## src/logic/cbm_pkg.sv

```systemverilog
// Package of constants for the circular buffer modulo address correction block.
`default_nettype none
package cbm_pkg;
   localparam int ADDR_W = 16;
   localparam int REG_AW = 4;
   localparam int LANES = 3;
   // Lane numbering: X read, X write, Y.
   localparam int LANE_XR = 0;
   localparam int LANE_XW = 1;
   localparam int LANE_Y = 2;
   // Register indices on the plain register port.
   localparam logic [3:0] OFS_CONTROL = 4'h0;
   localparam logic [3:0] OFS_X_START = 4'h1;
   localparam logic [3:0] OFS_X_END = 4'h2;
   localparam logic [3:0] OFS_Y_START = 4'h3;
   localparam logic [3:0] OFS_Y_END = 4'h4;
   localparam logic [3:0] OFS_WRAP_STATUS = 4'h5;
   // Control field layout.
   localparam int X_SEL_LSB = 0;
   localparam int Y_SEL_LSB = 4;
   localparam int SEL_W = 4;
   localparam int X_EN_BIT = 15;
   localparam int Y_EN_BIT = 14;
   localparam logic [15:0] CONTROL_MASK = 16'hc0ff;
   localparam logic [3:0] SEL_NONE = 4'hf;
   // Reset values.
   localparam logic [15:0] CONTROL_RESET = 16'h0000;
   localparam logic [15:0] BOUND_RESET = 16'h0000;
endpackage : cbm_pkg
`default_nettype wire

```

## src/logic/cbm_lane_if.sv

```systemverilog
// Interface carrying one address lane between the top and a correction unit.
`default_nettype none
interface cbm_lane_if;
   logic active;
   logic word_only;
   logic [15:0] start_addr;
   logic [15:0] end_addr;
   logic [15:0] cur_addr;
   logic [15:0] step;
   logic [15:0] new_addr;
   logic wrapped;
   modport top (output active, output word_only, output start_addr, output end_addr,
                output cur_addr, output step, input new_addr, input wrapped);
   modport unit (input active, input word_only, input start_addr, input end_addr,
                 input cur_addr, input step, output new_addr, output wrapped);
endinterface : cbm_lane_if
`default_nettype wire

```

## src/logic/cbm_modulo_unit.sv

```systemverilog
// Combinational modulo correction of one effective address update.
`default_nettype none
module cbm_modulo_unit (
   cbm_lane_if.unit lane // One address lane.
);
   logic signed [17:0] sum;
   logic signed [17:0] lo;
   logic signed [17:0] hi;
   logic signed [17:0] len;
   logic signed [17:0] fixed;

   // Wide signed sum so that a step across the 64 Kbyte edge is still seen as a crossing.
   always_comb begin
      sum = $signed({2'b00, lane.cur_addr}) + $signed({{2{lane.step[15]}}, lane.step});
      lo = $signed({2'b00, lane.start_addr});
      hi = $signed({2'b00, lane.end_addr});
      len = hi - lo + 18'sd1;
      fixed = sum;
      lane.wrapped = 1'b0;
      // Both edges are checked only for an active lane, which makes buffers of any length bidirectional.
      if (lane.active && (sum > hi)) begin
         fixed = sum - len;
         lane.wrapped = 1'b1;
      end else if (lane.active && (sum < lo)) begin
         fixed = sum + len;
         lane.wrapped = 1'b1;
      end
      lane.new_addr = fixed[15:0];
      if (lane.active && lane.word_only) begin
         lane.new_addr[0] = 1'b0;
      end
   end
endmodule : cbm_modulo_unit
`default_nettype wire

```

## src/logic/cbm_top.sv

```systemverilog
// Circular buffer modulo addressing: registers, lane selection and result registers.
//
// The placing of the registers and the plain strobed port were decided locally.
`default_nettype none
module cbm_top (
   input wire logic clock, // Core clock, 200 MHz.
   input wire logic rst_n, // Asynchronous reset, active low.
   input wire logic [3:0] reg_addr, // Register index.
   input wire logic [15:0] reg_wdata, // Register write data.
   input wire logic reg_wr, // Write strobe, one cycle.
   input wire logic reg_rd, // Read strobe, one cycle.
   output logic [15:0] reg_rdata, // Read data, valid the cycle after the strobe.
   input wire logic [2:0] agu_valid, // Update request per lane.
   input wire logic [2:0][3:0] agu_ptr, // Working pointer number per lane.
   input wire logic [2:0][15:0] agu_addr, // Current pointer value per lane.
   input wire logic [2:0][15:0] agu_step, // Signed byte step per lane.
   output logic [2:0] agu_done, // Result valid, one cycle after request.
   output logic [2:0][15:0] agu_addr_out, // Corrected pointer value per lane.
   output logic [2:0] agu_wrapped // Result was wrapped by modulo correction.
);
   typedef struct packed {
      logic [15:0] control;
      logic [15:0] x_buffer_start;
      logic [15:0] x_buffer_end;
      logic [15:0] y_buffer_start;
      logic [15:0] y_buffer_end;
      logic [2:0] wrap_sticky;
      logic [15:0] rdata;
      logic [2:0] done;
      logic [2:0] wrapped;
      logic [2:0][15:0] result;
   } cbm_state_t;

   cbm_state_t state;
   cbm_state_t next_state;
   logic [3:0] x_pointer_select;
   logic [3:0] y_pointer_select;
   logic x_circular_enable;
   logic y_circular_enable;
   logic x_on;
   logic y_on;
   logic [2:0] lane_active;
   logic [2:0][15:0] lane_new;
   logic [2:0] lane_wrap;

   cbm_lane_if lane [3] ();

   // Control fields decoded from the stored control word.
   assign x_pointer_select = state.control[cbm_pkg::X_SEL_LSB +: cbm_pkg::SEL_W];
   assign y_pointer_select = state.control[cbm_pkg::Y_SEL_LSB +: cbm_pkg::SEL_W];
   assign x_circular_enable = state.control[cbm_pkg::X_EN_BIT];
   assign y_circular_enable = state.control[cbm_pkg::Y_EN_BIT];
   // All ones in a select field switches that space off regardless of its enable bit.
   assign x_on = x_circular_enable && (x_pointer_select != cbm_pkg::SEL_NONE);
   assign y_on = y_circular_enable && (y_pointer_select != cbm_pkg::SEL_NONE);

   // Only the selected pointer is corrected; X lanes also serve program space pointers.
   assign lane_active[cbm_pkg::LANE_XR] = x_on
      && (agu_ptr[cbm_pkg::LANE_XR] == x_pointer_select);
   assign lane_active[cbm_pkg::LANE_XW] = x_on
      && (agu_ptr[cbm_pkg::LANE_XW] == x_pointer_select);
   assign lane_active[cbm_pkg::LANE_Y] = y_on
      && (agu_ptr[cbm_pkg::LANE_Y] == y_pointer_select);

   // One correction unit per address generator; X lanes share the X bounds.
   for (genvar i = 0; i < cbm_pkg::LANES; i++) begin : g_lane
      localparam bit IS_Y = (i == cbm_pkg::LANE_Y);
      assign lane[i].active = lane_active[i];
      assign lane[i].word_only = IS_Y;
      assign lane[i].start_addr = IS_Y ? state.y_buffer_start : state.x_buffer_start;
      assign lane[i].end_addr = IS_Y ? state.y_buffer_end : state.x_buffer_end;
      assign lane[i].cur_addr = agu_addr[i];
      assign lane[i].step = agu_step[i];
      assign lane_new[i] = lane[i].new_addr;
      assign lane_wrap[i] = lane[i].wrapped;
      cbm_modulo_unit u_unit (
         .lane(lane[i].unit)
      );
   end

   // Next state: register writes, read data, lane results and sticky wrap flags.
   always_comb begin
      next_state = state;
      next_state.rdata = 16'h0000;
      if (reg_wr) begin
         case (reg_addr)
            cbm_pkg::OFS_CONTROL: begin
               next_state.control = reg_wdata & cbm_pkg::CONTROL_MASK;
            end
            cbm_pkg::OFS_X_START: begin
               next_state.x_buffer_start = reg_wdata;
            end
            cbm_pkg::OFS_X_END: begin
               next_state.x_buffer_end = reg_wdata;
            end
            cbm_pkg::OFS_Y_START: begin
               next_state.y_buffer_start = reg_wdata;
            end
            cbm_pkg::OFS_Y_END: begin
               next_state.y_buffer_end = reg_wdata;
            end
            cbm_pkg::OFS_WRAP_STATUS: begin
               next_state.wrap_sticky = state.wrap_sticky & ~reg_wdata[2:0];
            end
            default: begin
            end
         endcase
      end
      if (reg_rd) begin
         case (reg_addr)
            cbm_pkg::OFS_CONTROL: next_state.rdata = state.control;
            cbm_pkg::OFS_X_START: next_state.rdata = state.x_buffer_start;
            cbm_pkg::OFS_X_END: next_state.rdata = state.x_buffer_end;
            cbm_pkg::OFS_Y_START: next_state.rdata = state.y_buffer_start;
            cbm_pkg::OFS_Y_END: next_state.rdata = state.y_buffer_end;
            cbm_pkg::OFS_WRAP_STATUS: next_state.rdata = {13'h0000, state.wrap_sticky};
            default: next_state.rdata = 16'h0000;
         endcase
      end
      // A wrap in the same cycle as a clear keeps its flag set.
      next_state.wrap_sticky = next_state.wrap_sticky | (lane_wrap & agu_valid);
      next_state.done = agu_valid;
      next_state.wrapped = lane_wrap & agu_valid;
      for (int i = 0; i < cbm_pkg::LANES; i++) begin
         if (agu_valid[i]) begin
            next_state.result[i] = lane_new[i];
         end
      end
   end

   // The single state register.
   always_ff @(posedge clock or negedge rst_n) begin
      if (!rst_n) begin
         state <= '0;
         state.control <= cbm_pkg::CONTROL_RESET;
         state.x_buffer_start <= cbm_pkg::BOUND_RESET;
         state.x_buffer_end <= cbm_pkg::BOUND_RESET;
         state.y_buffer_start <= cbm_pkg::BOUND_RESET;
         state.y_buffer_end <= cbm_pkg::BOUND_RESET;
      end else begin
         state <= next_state;
      end
   end

   assign reg_rdata = state.rdata;
   assign agu_done = state.done;
   assign agu_addr_out = state.result;
   assign agu_wrapped = state.wrapped;

   logic [2:0][15:0] plain_sum;
   always_comb begin
      for (int i = 0; i < cbm_pkg::LANES; i++) begin
         plain_sum[i] = agu_addr[i] + agu_step[i];
      end
   end
endmodule : cbm_top
`default_nettype wire

```

## config.mk

```make
export PLATFORM = sky130hd
export DESIGN_NAME = cbm_top
export DESIGN_NICKNAME = d
export VERILOG_FILES = /design/src/logic/cbm_pkg.sv /design/src/logic/cbm_lane_if.sv /design/src/logic/cbm_modulo_unit.sv /design/src/logic/cbm_top.sv
export SDC_FILE = /design/constraint.sdc
export NUM_CORES = 1
export LEC_CHECK = 0
export ABC_CLOCK_PERIOD_IN_PS = 6400
export BUFFER_PORTS_ARGS = -buffer_cell sky130_fd_sc_hd__buf_4
export CORE_MARGIN = 2
export CORE_UTILIZATION = 54
export DETAILED_ROUTE_END_ITERATION = 16
export GPL_ROUTABILITY_DRIVEN = 0
export GPL_TIMING_DRIVEN = 0
export HOLD_SLACK_MARGIN = 0.1
export PLACE_DENSITY = 0.8
export SYNTH_ARGS = -nofsm -noshare
export SYNTH_HDL_FRONTEND = slang
export SYNTH_SLANG_ARGS = --single-unit
```

## constraint.sdc

```tcl
create_clock -name clock -period 6.4 [get_ports clock]
set_input_delay 0.96 -clock clock [delete_from_list [all_inputs] [get_ports clock]]
set_output_delay 0.96 -clock clock [all_outputs]
set_load 0.005 [all_outputs]
```

# Word level (Yosys, flattened, before mapping)
# Index checks and enable logic that the tools add are counted.
[op_classes] add_sub_neg=13 magnitude_cmp=6 eq_ne=10 muxes=17 n_bitwise=4 n_reduce_logical=17
[ops] operator="16-bit two-way mux" n=7
[ops] operator="16-bit case mux with 6 select lines" n=1
[ops] operator="16-bit subtractor" n=5
[ops] operator="17-bit by 16-bit adder with 18-bit output" n=3
[ops] operator="18-bit by 17-bit > comparator with 1-bit output" n=3
[ops] operator="18-bit by 17-bit < comparator with 1-bit output" n=3
[ops] operator="16-bit adder" n=3
[ops] operator="16-bit by 2-bit adder with 16-bit output (second input constant)" n=2
[ops] operator="4-bit equality test" n=3
[ops] operator="1-bit logical AND" n=11
[ops] operator="2-bit AND reduction" n=5
[ops] operator="4-bit by 2-bit equality test with 1-bit output (second input constant)" n=2
[ops] operator="4-bit by 3-bit equality test with 1-bit output (second input constant)" n=2
[ops] operator="4-bit inequality test (second input constant)" n=2
[ops] operator="1-bit two-way mux" n=7
[ops] operator="3-bit AND" n=2
[ops] operator="3-bit two-way mux" n=2
[ops] operator="4-bit by 1-bit equality test with 1-bit output (second input constant)" n=1
[ops] operator="4-bit zero test" n=1
[ops] operator="3-bit inverter" n=1
[ops] operator="3-bit bitwise OR" n=1
[word_totals] regBits=147 in_bits=135

# Depth between registers and ports, before layout
[logic_depth] depth_word=8 ltp_mapped=24 ltp_nobuf=23

# Hierarchy
# A second synthesis with hierarchy kept.
[unflattened] hier_cells=2128 hier_area_um2=19047.0
[modules_own_cells] module="cbm_top" instances=1 cells_per_inst=501 area_per_inst_um2=6767.7 seq_area_each_um2=3678.5
[modules_own_cells] module="cbm_modulo_unit (g_lane[2].u_unit)" instances=1 cells_per_inst=557 area_per_inst_um2=4131.5 seq_area_each_um2=0.0
[modules_own_cells] module="cbm_modulo_unit (g_lane[1].u_unit)" instances=1 cells_per_inst=544 area_per_inst_um2=4129.0 seq_area_each_um2=0.0
[modules_own_cells] module="cbm_modulo_unit (g_lane[0].u_unit)" instances=1 cells_per_inst=526 area_per_inst_um2=4018.9 seq_area_each_um2=0.0

# Worst setup path before layout
# OpenSTA, ideal clock, no wires.
[synth_path] path_type="input to register" start="input port agu_addr[32] (netlist bit)" end="register state (netlist bit agu_addr_out[41])" setup_time_ns=0.088 arrival_ns=4.925 path_slack_ns=1.387 cell_stages=19 path_cell_list="ha_1 fa_1 a21oi_1 o211ai_1 o21a_1 a21o_1 a21oi_1 xnor2_1 ha_1 and4_1 a211oi_1 a21oi_1 a211o_1 o211ai_1 and3_1 buf_2 nand3_2 or3_1 a41oi_1"
[synth_via] elab_chain_cells=5 elab_cells_between_ends=9 classes_between="add/sub: 3; order compare: 2; mux: 2; reduce/logical: 2"
[synth_lines] element="start, declared" line_no="cbm_top.sv:15" text="input wire logic [2:0][15:0] agu_addr,"
[synth_lines] element="17-bit by 16-bit adder with 18-bit output *" line_no="cbm_modulo_unit.sv:14" text="sum = $signed({2'b00, lane.cur_addr}) + $signed({{2{lane.step[15]}}, lane.step});"
[synth_lines] element="18-bit by 17-bit < comparator with 1-bit output" line_no="cbm_modulo_unit.sv:24" text="end else if (lane.active && (sum < lo)) begin"
[synth_lines] element="1-bit logical AND" line_no="cbm_modulo_unit.sv:24"
[synth_lines] element="16-bit two-way mux" line_no="cbm_modulo_unit.sv:24"
[synth_lines] element="16-bit two-way mux *" line_no="cbm_modulo_unit.sv:21" text="if (lane.active && (sum > hi)) begin"
[synth_lines] element="end signal, assigned" line_no="cbm_top.sv:141" text="state <= next_state;"
[synth_lines] element="end, declared" line_no="cbm_top.sv:34" text="cbm_state_t state;"
# Mark *: on every way between the ends. The rest lies on a longest branch, timed or not.
# A chain may end at the register's enable or synchronous reset.

# Worst setup path after layout
[layout_path] start="input port agu_addr[17] (netlist bit)" end="register state (netlist bit agu_addr_out[25])"
# The elaborated chain is that of the path after synthesis.

==> metrics.txt <==
Core Util, Final roughly 63%; Yosys cell types around 100; critical path startpoint category primary input; first-pass GRT wire length around 84 mm; # port buffers just over 200; Critical R2R Capture agu_addr_out[31]$_DFFE_PN0P_; internal power between 4 and 5 mW; Yosys top cell area share 20.60%; num ports between 200 and 250; status complete, no violations; Layout Area Growth over Synthesis 15.16%; Final ANT Viol Nets 0; share of synthesized registers carrying an async set or reset between 90% and 100%; core area roughly 0.033 sq mm; RSZ-0062 raised after global routing no; min cycle time layout 6.023 ns; number of global-route vias before repair roughly 17000; Critical Path RT between 6 and 7 ns; CTS tree built; Max Fclk 0.1660 GHz; Seq cells post-synth between 100 and 150; Clock Path Buffers 2; Die Width ~190 microns; clock-pin slew on the worst setup and hold paths ~0.080 ns; setup slack, reg-to-reg 0.79 ns; Sw Pwr roughly 5.4 mW; Die Ht between 150 and 200 microns; pin count of the biggest net entering global routing slightly below 80; Area contributors post-synth dfrtp_1, ha_1, mux2_2, a21oi_1, inv_1; max_slew headroom between 20% and 30%; grt ovf 0; Top FF cell, synth dfrtp_1; die area 0.03455 sq mm; crit path kind primary input to flop; number of cells upsized or downsized after cts 0; post-synth top area cell dfrtp_1; most frequent cell after synthesis ha_1; hold path cells 1; clk sink count about 150; sequential cell area fraction in the yosys report ~20%; vias post-DR ~17000; hold-fix buffers at CTS 0; First-pass DRT Iterations 9; Post-CTS Setup Bufs 0; Post-synth EDFFs 0; cell area after synthesis ~0.018 sq mm; num rows between 60 and 70; initial core utilization 54.90%; syn avg cell area roughly 8.5 sq um; endpoint class of the critical path flop; DR WL/cell slightly below 20 microns; Pleak around 9.7 nW; Final period util between 90% and 100%; max_cap viols 0; Mapped Cells around 2100; nets@finish between 2000 and 3000; pwr/cell area about 490 mW/mm^2; final setup TNS 0 ns; endpoints failing setup 0; hold path startpoint state[71]$_DFF_PN0_; synth cell count leaders ha_1, inv_1, nor2_1; drt total wl around 53 mm; vias per cell approximately 6.3; HPWL Detailed roughly 43 mm; Tot Pwr about 10 mW; worst clock skew 0.01827 ns; maximum VDD drop 0.2866 mV; root buffer cell clkbuf_16; initial antenna violation count 1; Logic pwr share 77.1%; Sw Ratio 53.16%; worst hold endpoint state[71]$_DFF_PN0_; clk_lat worst skew 0.45 ns; Clk pwr share 10.0%; critical path peak fanout 6; TritonCTS buffer count 17; Worst Hold Class flop to flop; layout cells sized above 1 roughly a fifth; gr usage total a little under a third; Crit Reg-Reg Startpoint lane[0].start_addr[2]$_DFFE_PN0P_; initial drt markers 1667; Worst-Margin Slew 1.063 ns; CP Data Arrival Time about 6.4 ns; final hold violations 0; DRC 0; Worst R2R Path Depth 21; syn nets 2531; Ys Warns 0; H-tree Lvls 4; Sequential Power Share around 13%; max-slew violation count 0
## power groups by stage
stage               clock network [mW]  registers (mW)  logic (mW)
floorplan                            0            1.23        5.71
global placement                     0            1.29        7.24
detailed placement                   0            1.30        7.46
CTS                               1.01            1.28        7.53
global route                      1.05            1.31        8.53
finish                            1.01            1.29        7.77
## worst max-delay path: stages
cell	delay, ns
buf_4	0.12
ha_1	0.31
a211oi_2	0.28
o21ai_1	0.15
a211oi_2	0.43
a211oi_2	0.19
o21ai_0	0.20
nand2b_1	0.09
xnor2_1	0.33
inv_1	0.14
ha_1	0.32
nand2_1	0.06
nor2_1	0.16
nand3_1	0.13
and3_1	0.17
a41oi_1	0.43
nand3_1	0.20
a32o_1	0.31
nor3_1	0.81
o21ai_0	0.27
a31o_1	0.29
## through the flow
step	hold slack, ns	cells	setup WS [ns]	area [sq um]
final	0.4923	2775	0.3770	20570
after global routing	0.5155	2774	0.1101	20570
after CTS	0.4912	2774	0.6592	20570
after detailed placement	0.4707	2742	0.2199	20000
after global placement	0.4661	2739	0.3231	19930
after floorplan	0.4476	2095	1.387	17860
## registers in the layout, indices dropped and copies added, names as in the netlist
name and cells:
agu_addr_out 48, agu_done 3, agu_wrapped 3, lane.end_addr 32
lane.start_addr 32, reg_rdata 16, state 13
## worst max-delay path by stage
stage                  from                           end  slack (ns)  cells past startpoint
4_1_cts        agu_addr[16]  agu_addr_out[25]$_DFFE_PN0P_        0.66                     20
2_1_floorplan  agu_addr[32]  agu_addr_out[41]$_DFFE_PN0P_        1.39                     19
5_1_grt        agu_addr[17]  agu_addr_out[25]$_DFFE_PN0P_        0.11                     21
6_report       agu_addr[17]  agu_addr_out[25]$_DFFE_PN0P_        0.38                     21
3_5_place_dp   agu_addr[16]  agu_addr_out[25]$_DFFE_PN0P_        0.22                     20
3_3_place_gp   agu_addr[16]  agu_addr_out[25]$_DFFE_PN0P_        0.32                     20
## per-layer routing
layer / vias to the layer above / track usage [%] / wire, microns
li1: 8151 / - / -
met1: 8288 / 38.84 / 22120
met2: 824 / 51.91 / 25190
met3: 143 / 4.754 / 4174
met4: 0 / 12.25 / 1943
met5: - / 0 / 0
## layout make-up
class / instances / area (sq um)
flip-flops and latches: 147 / 3679
diodes: 1 / 2.502
well taps: 442 / 553.0
plain buffers: 128 / 787.0
inverters: 171 / 641.9
fillers: 2780 / 11970
repair buffers: 205 / 1563
clock inverters: 14 / 141.4
multi-input cells: 1649 / 12770
clock buffers: 18 / 429.2
## logic make-up (layout without fill, tap and decap cells)
family	count (synthesis)	in the layout	share of synthesized area, %
compound gates	605	605	24.34
buf+inv	299	536	8.000
mux	78	78	4.904
xor+xnor	87	87	4.266
other cells	0	1	0
simple gates	578	578	16.35
flops	147	147	20.60
fa+ha+maj	301	301	21.55
## layout by cell type (no fill, tap or decap), types with 15 or more instances in the layout
cell type  instances
a22oi_1           16
nor2b_1           26
nand2b_1          38
nand2_1          116
a21oi_1          131
xnor2_1           65
a21o_1            46
nand3_1           44
mux2_2            76
inv_1            170
clkbuf_16         17
nor3_1            58
o21a_1            18
dfrtp_1          147
a31oi_1           29
o21ai_0           83
a222oi_1          16
and3_1            23
o211ai_1          15
buf_4            275
nor2_1           157
clkbuf_1          44
ha_1             290
xor2_1            22
or3_1             28
a211oi_1          26
o21bai_1          29
(Power assumes the default switching activity.)
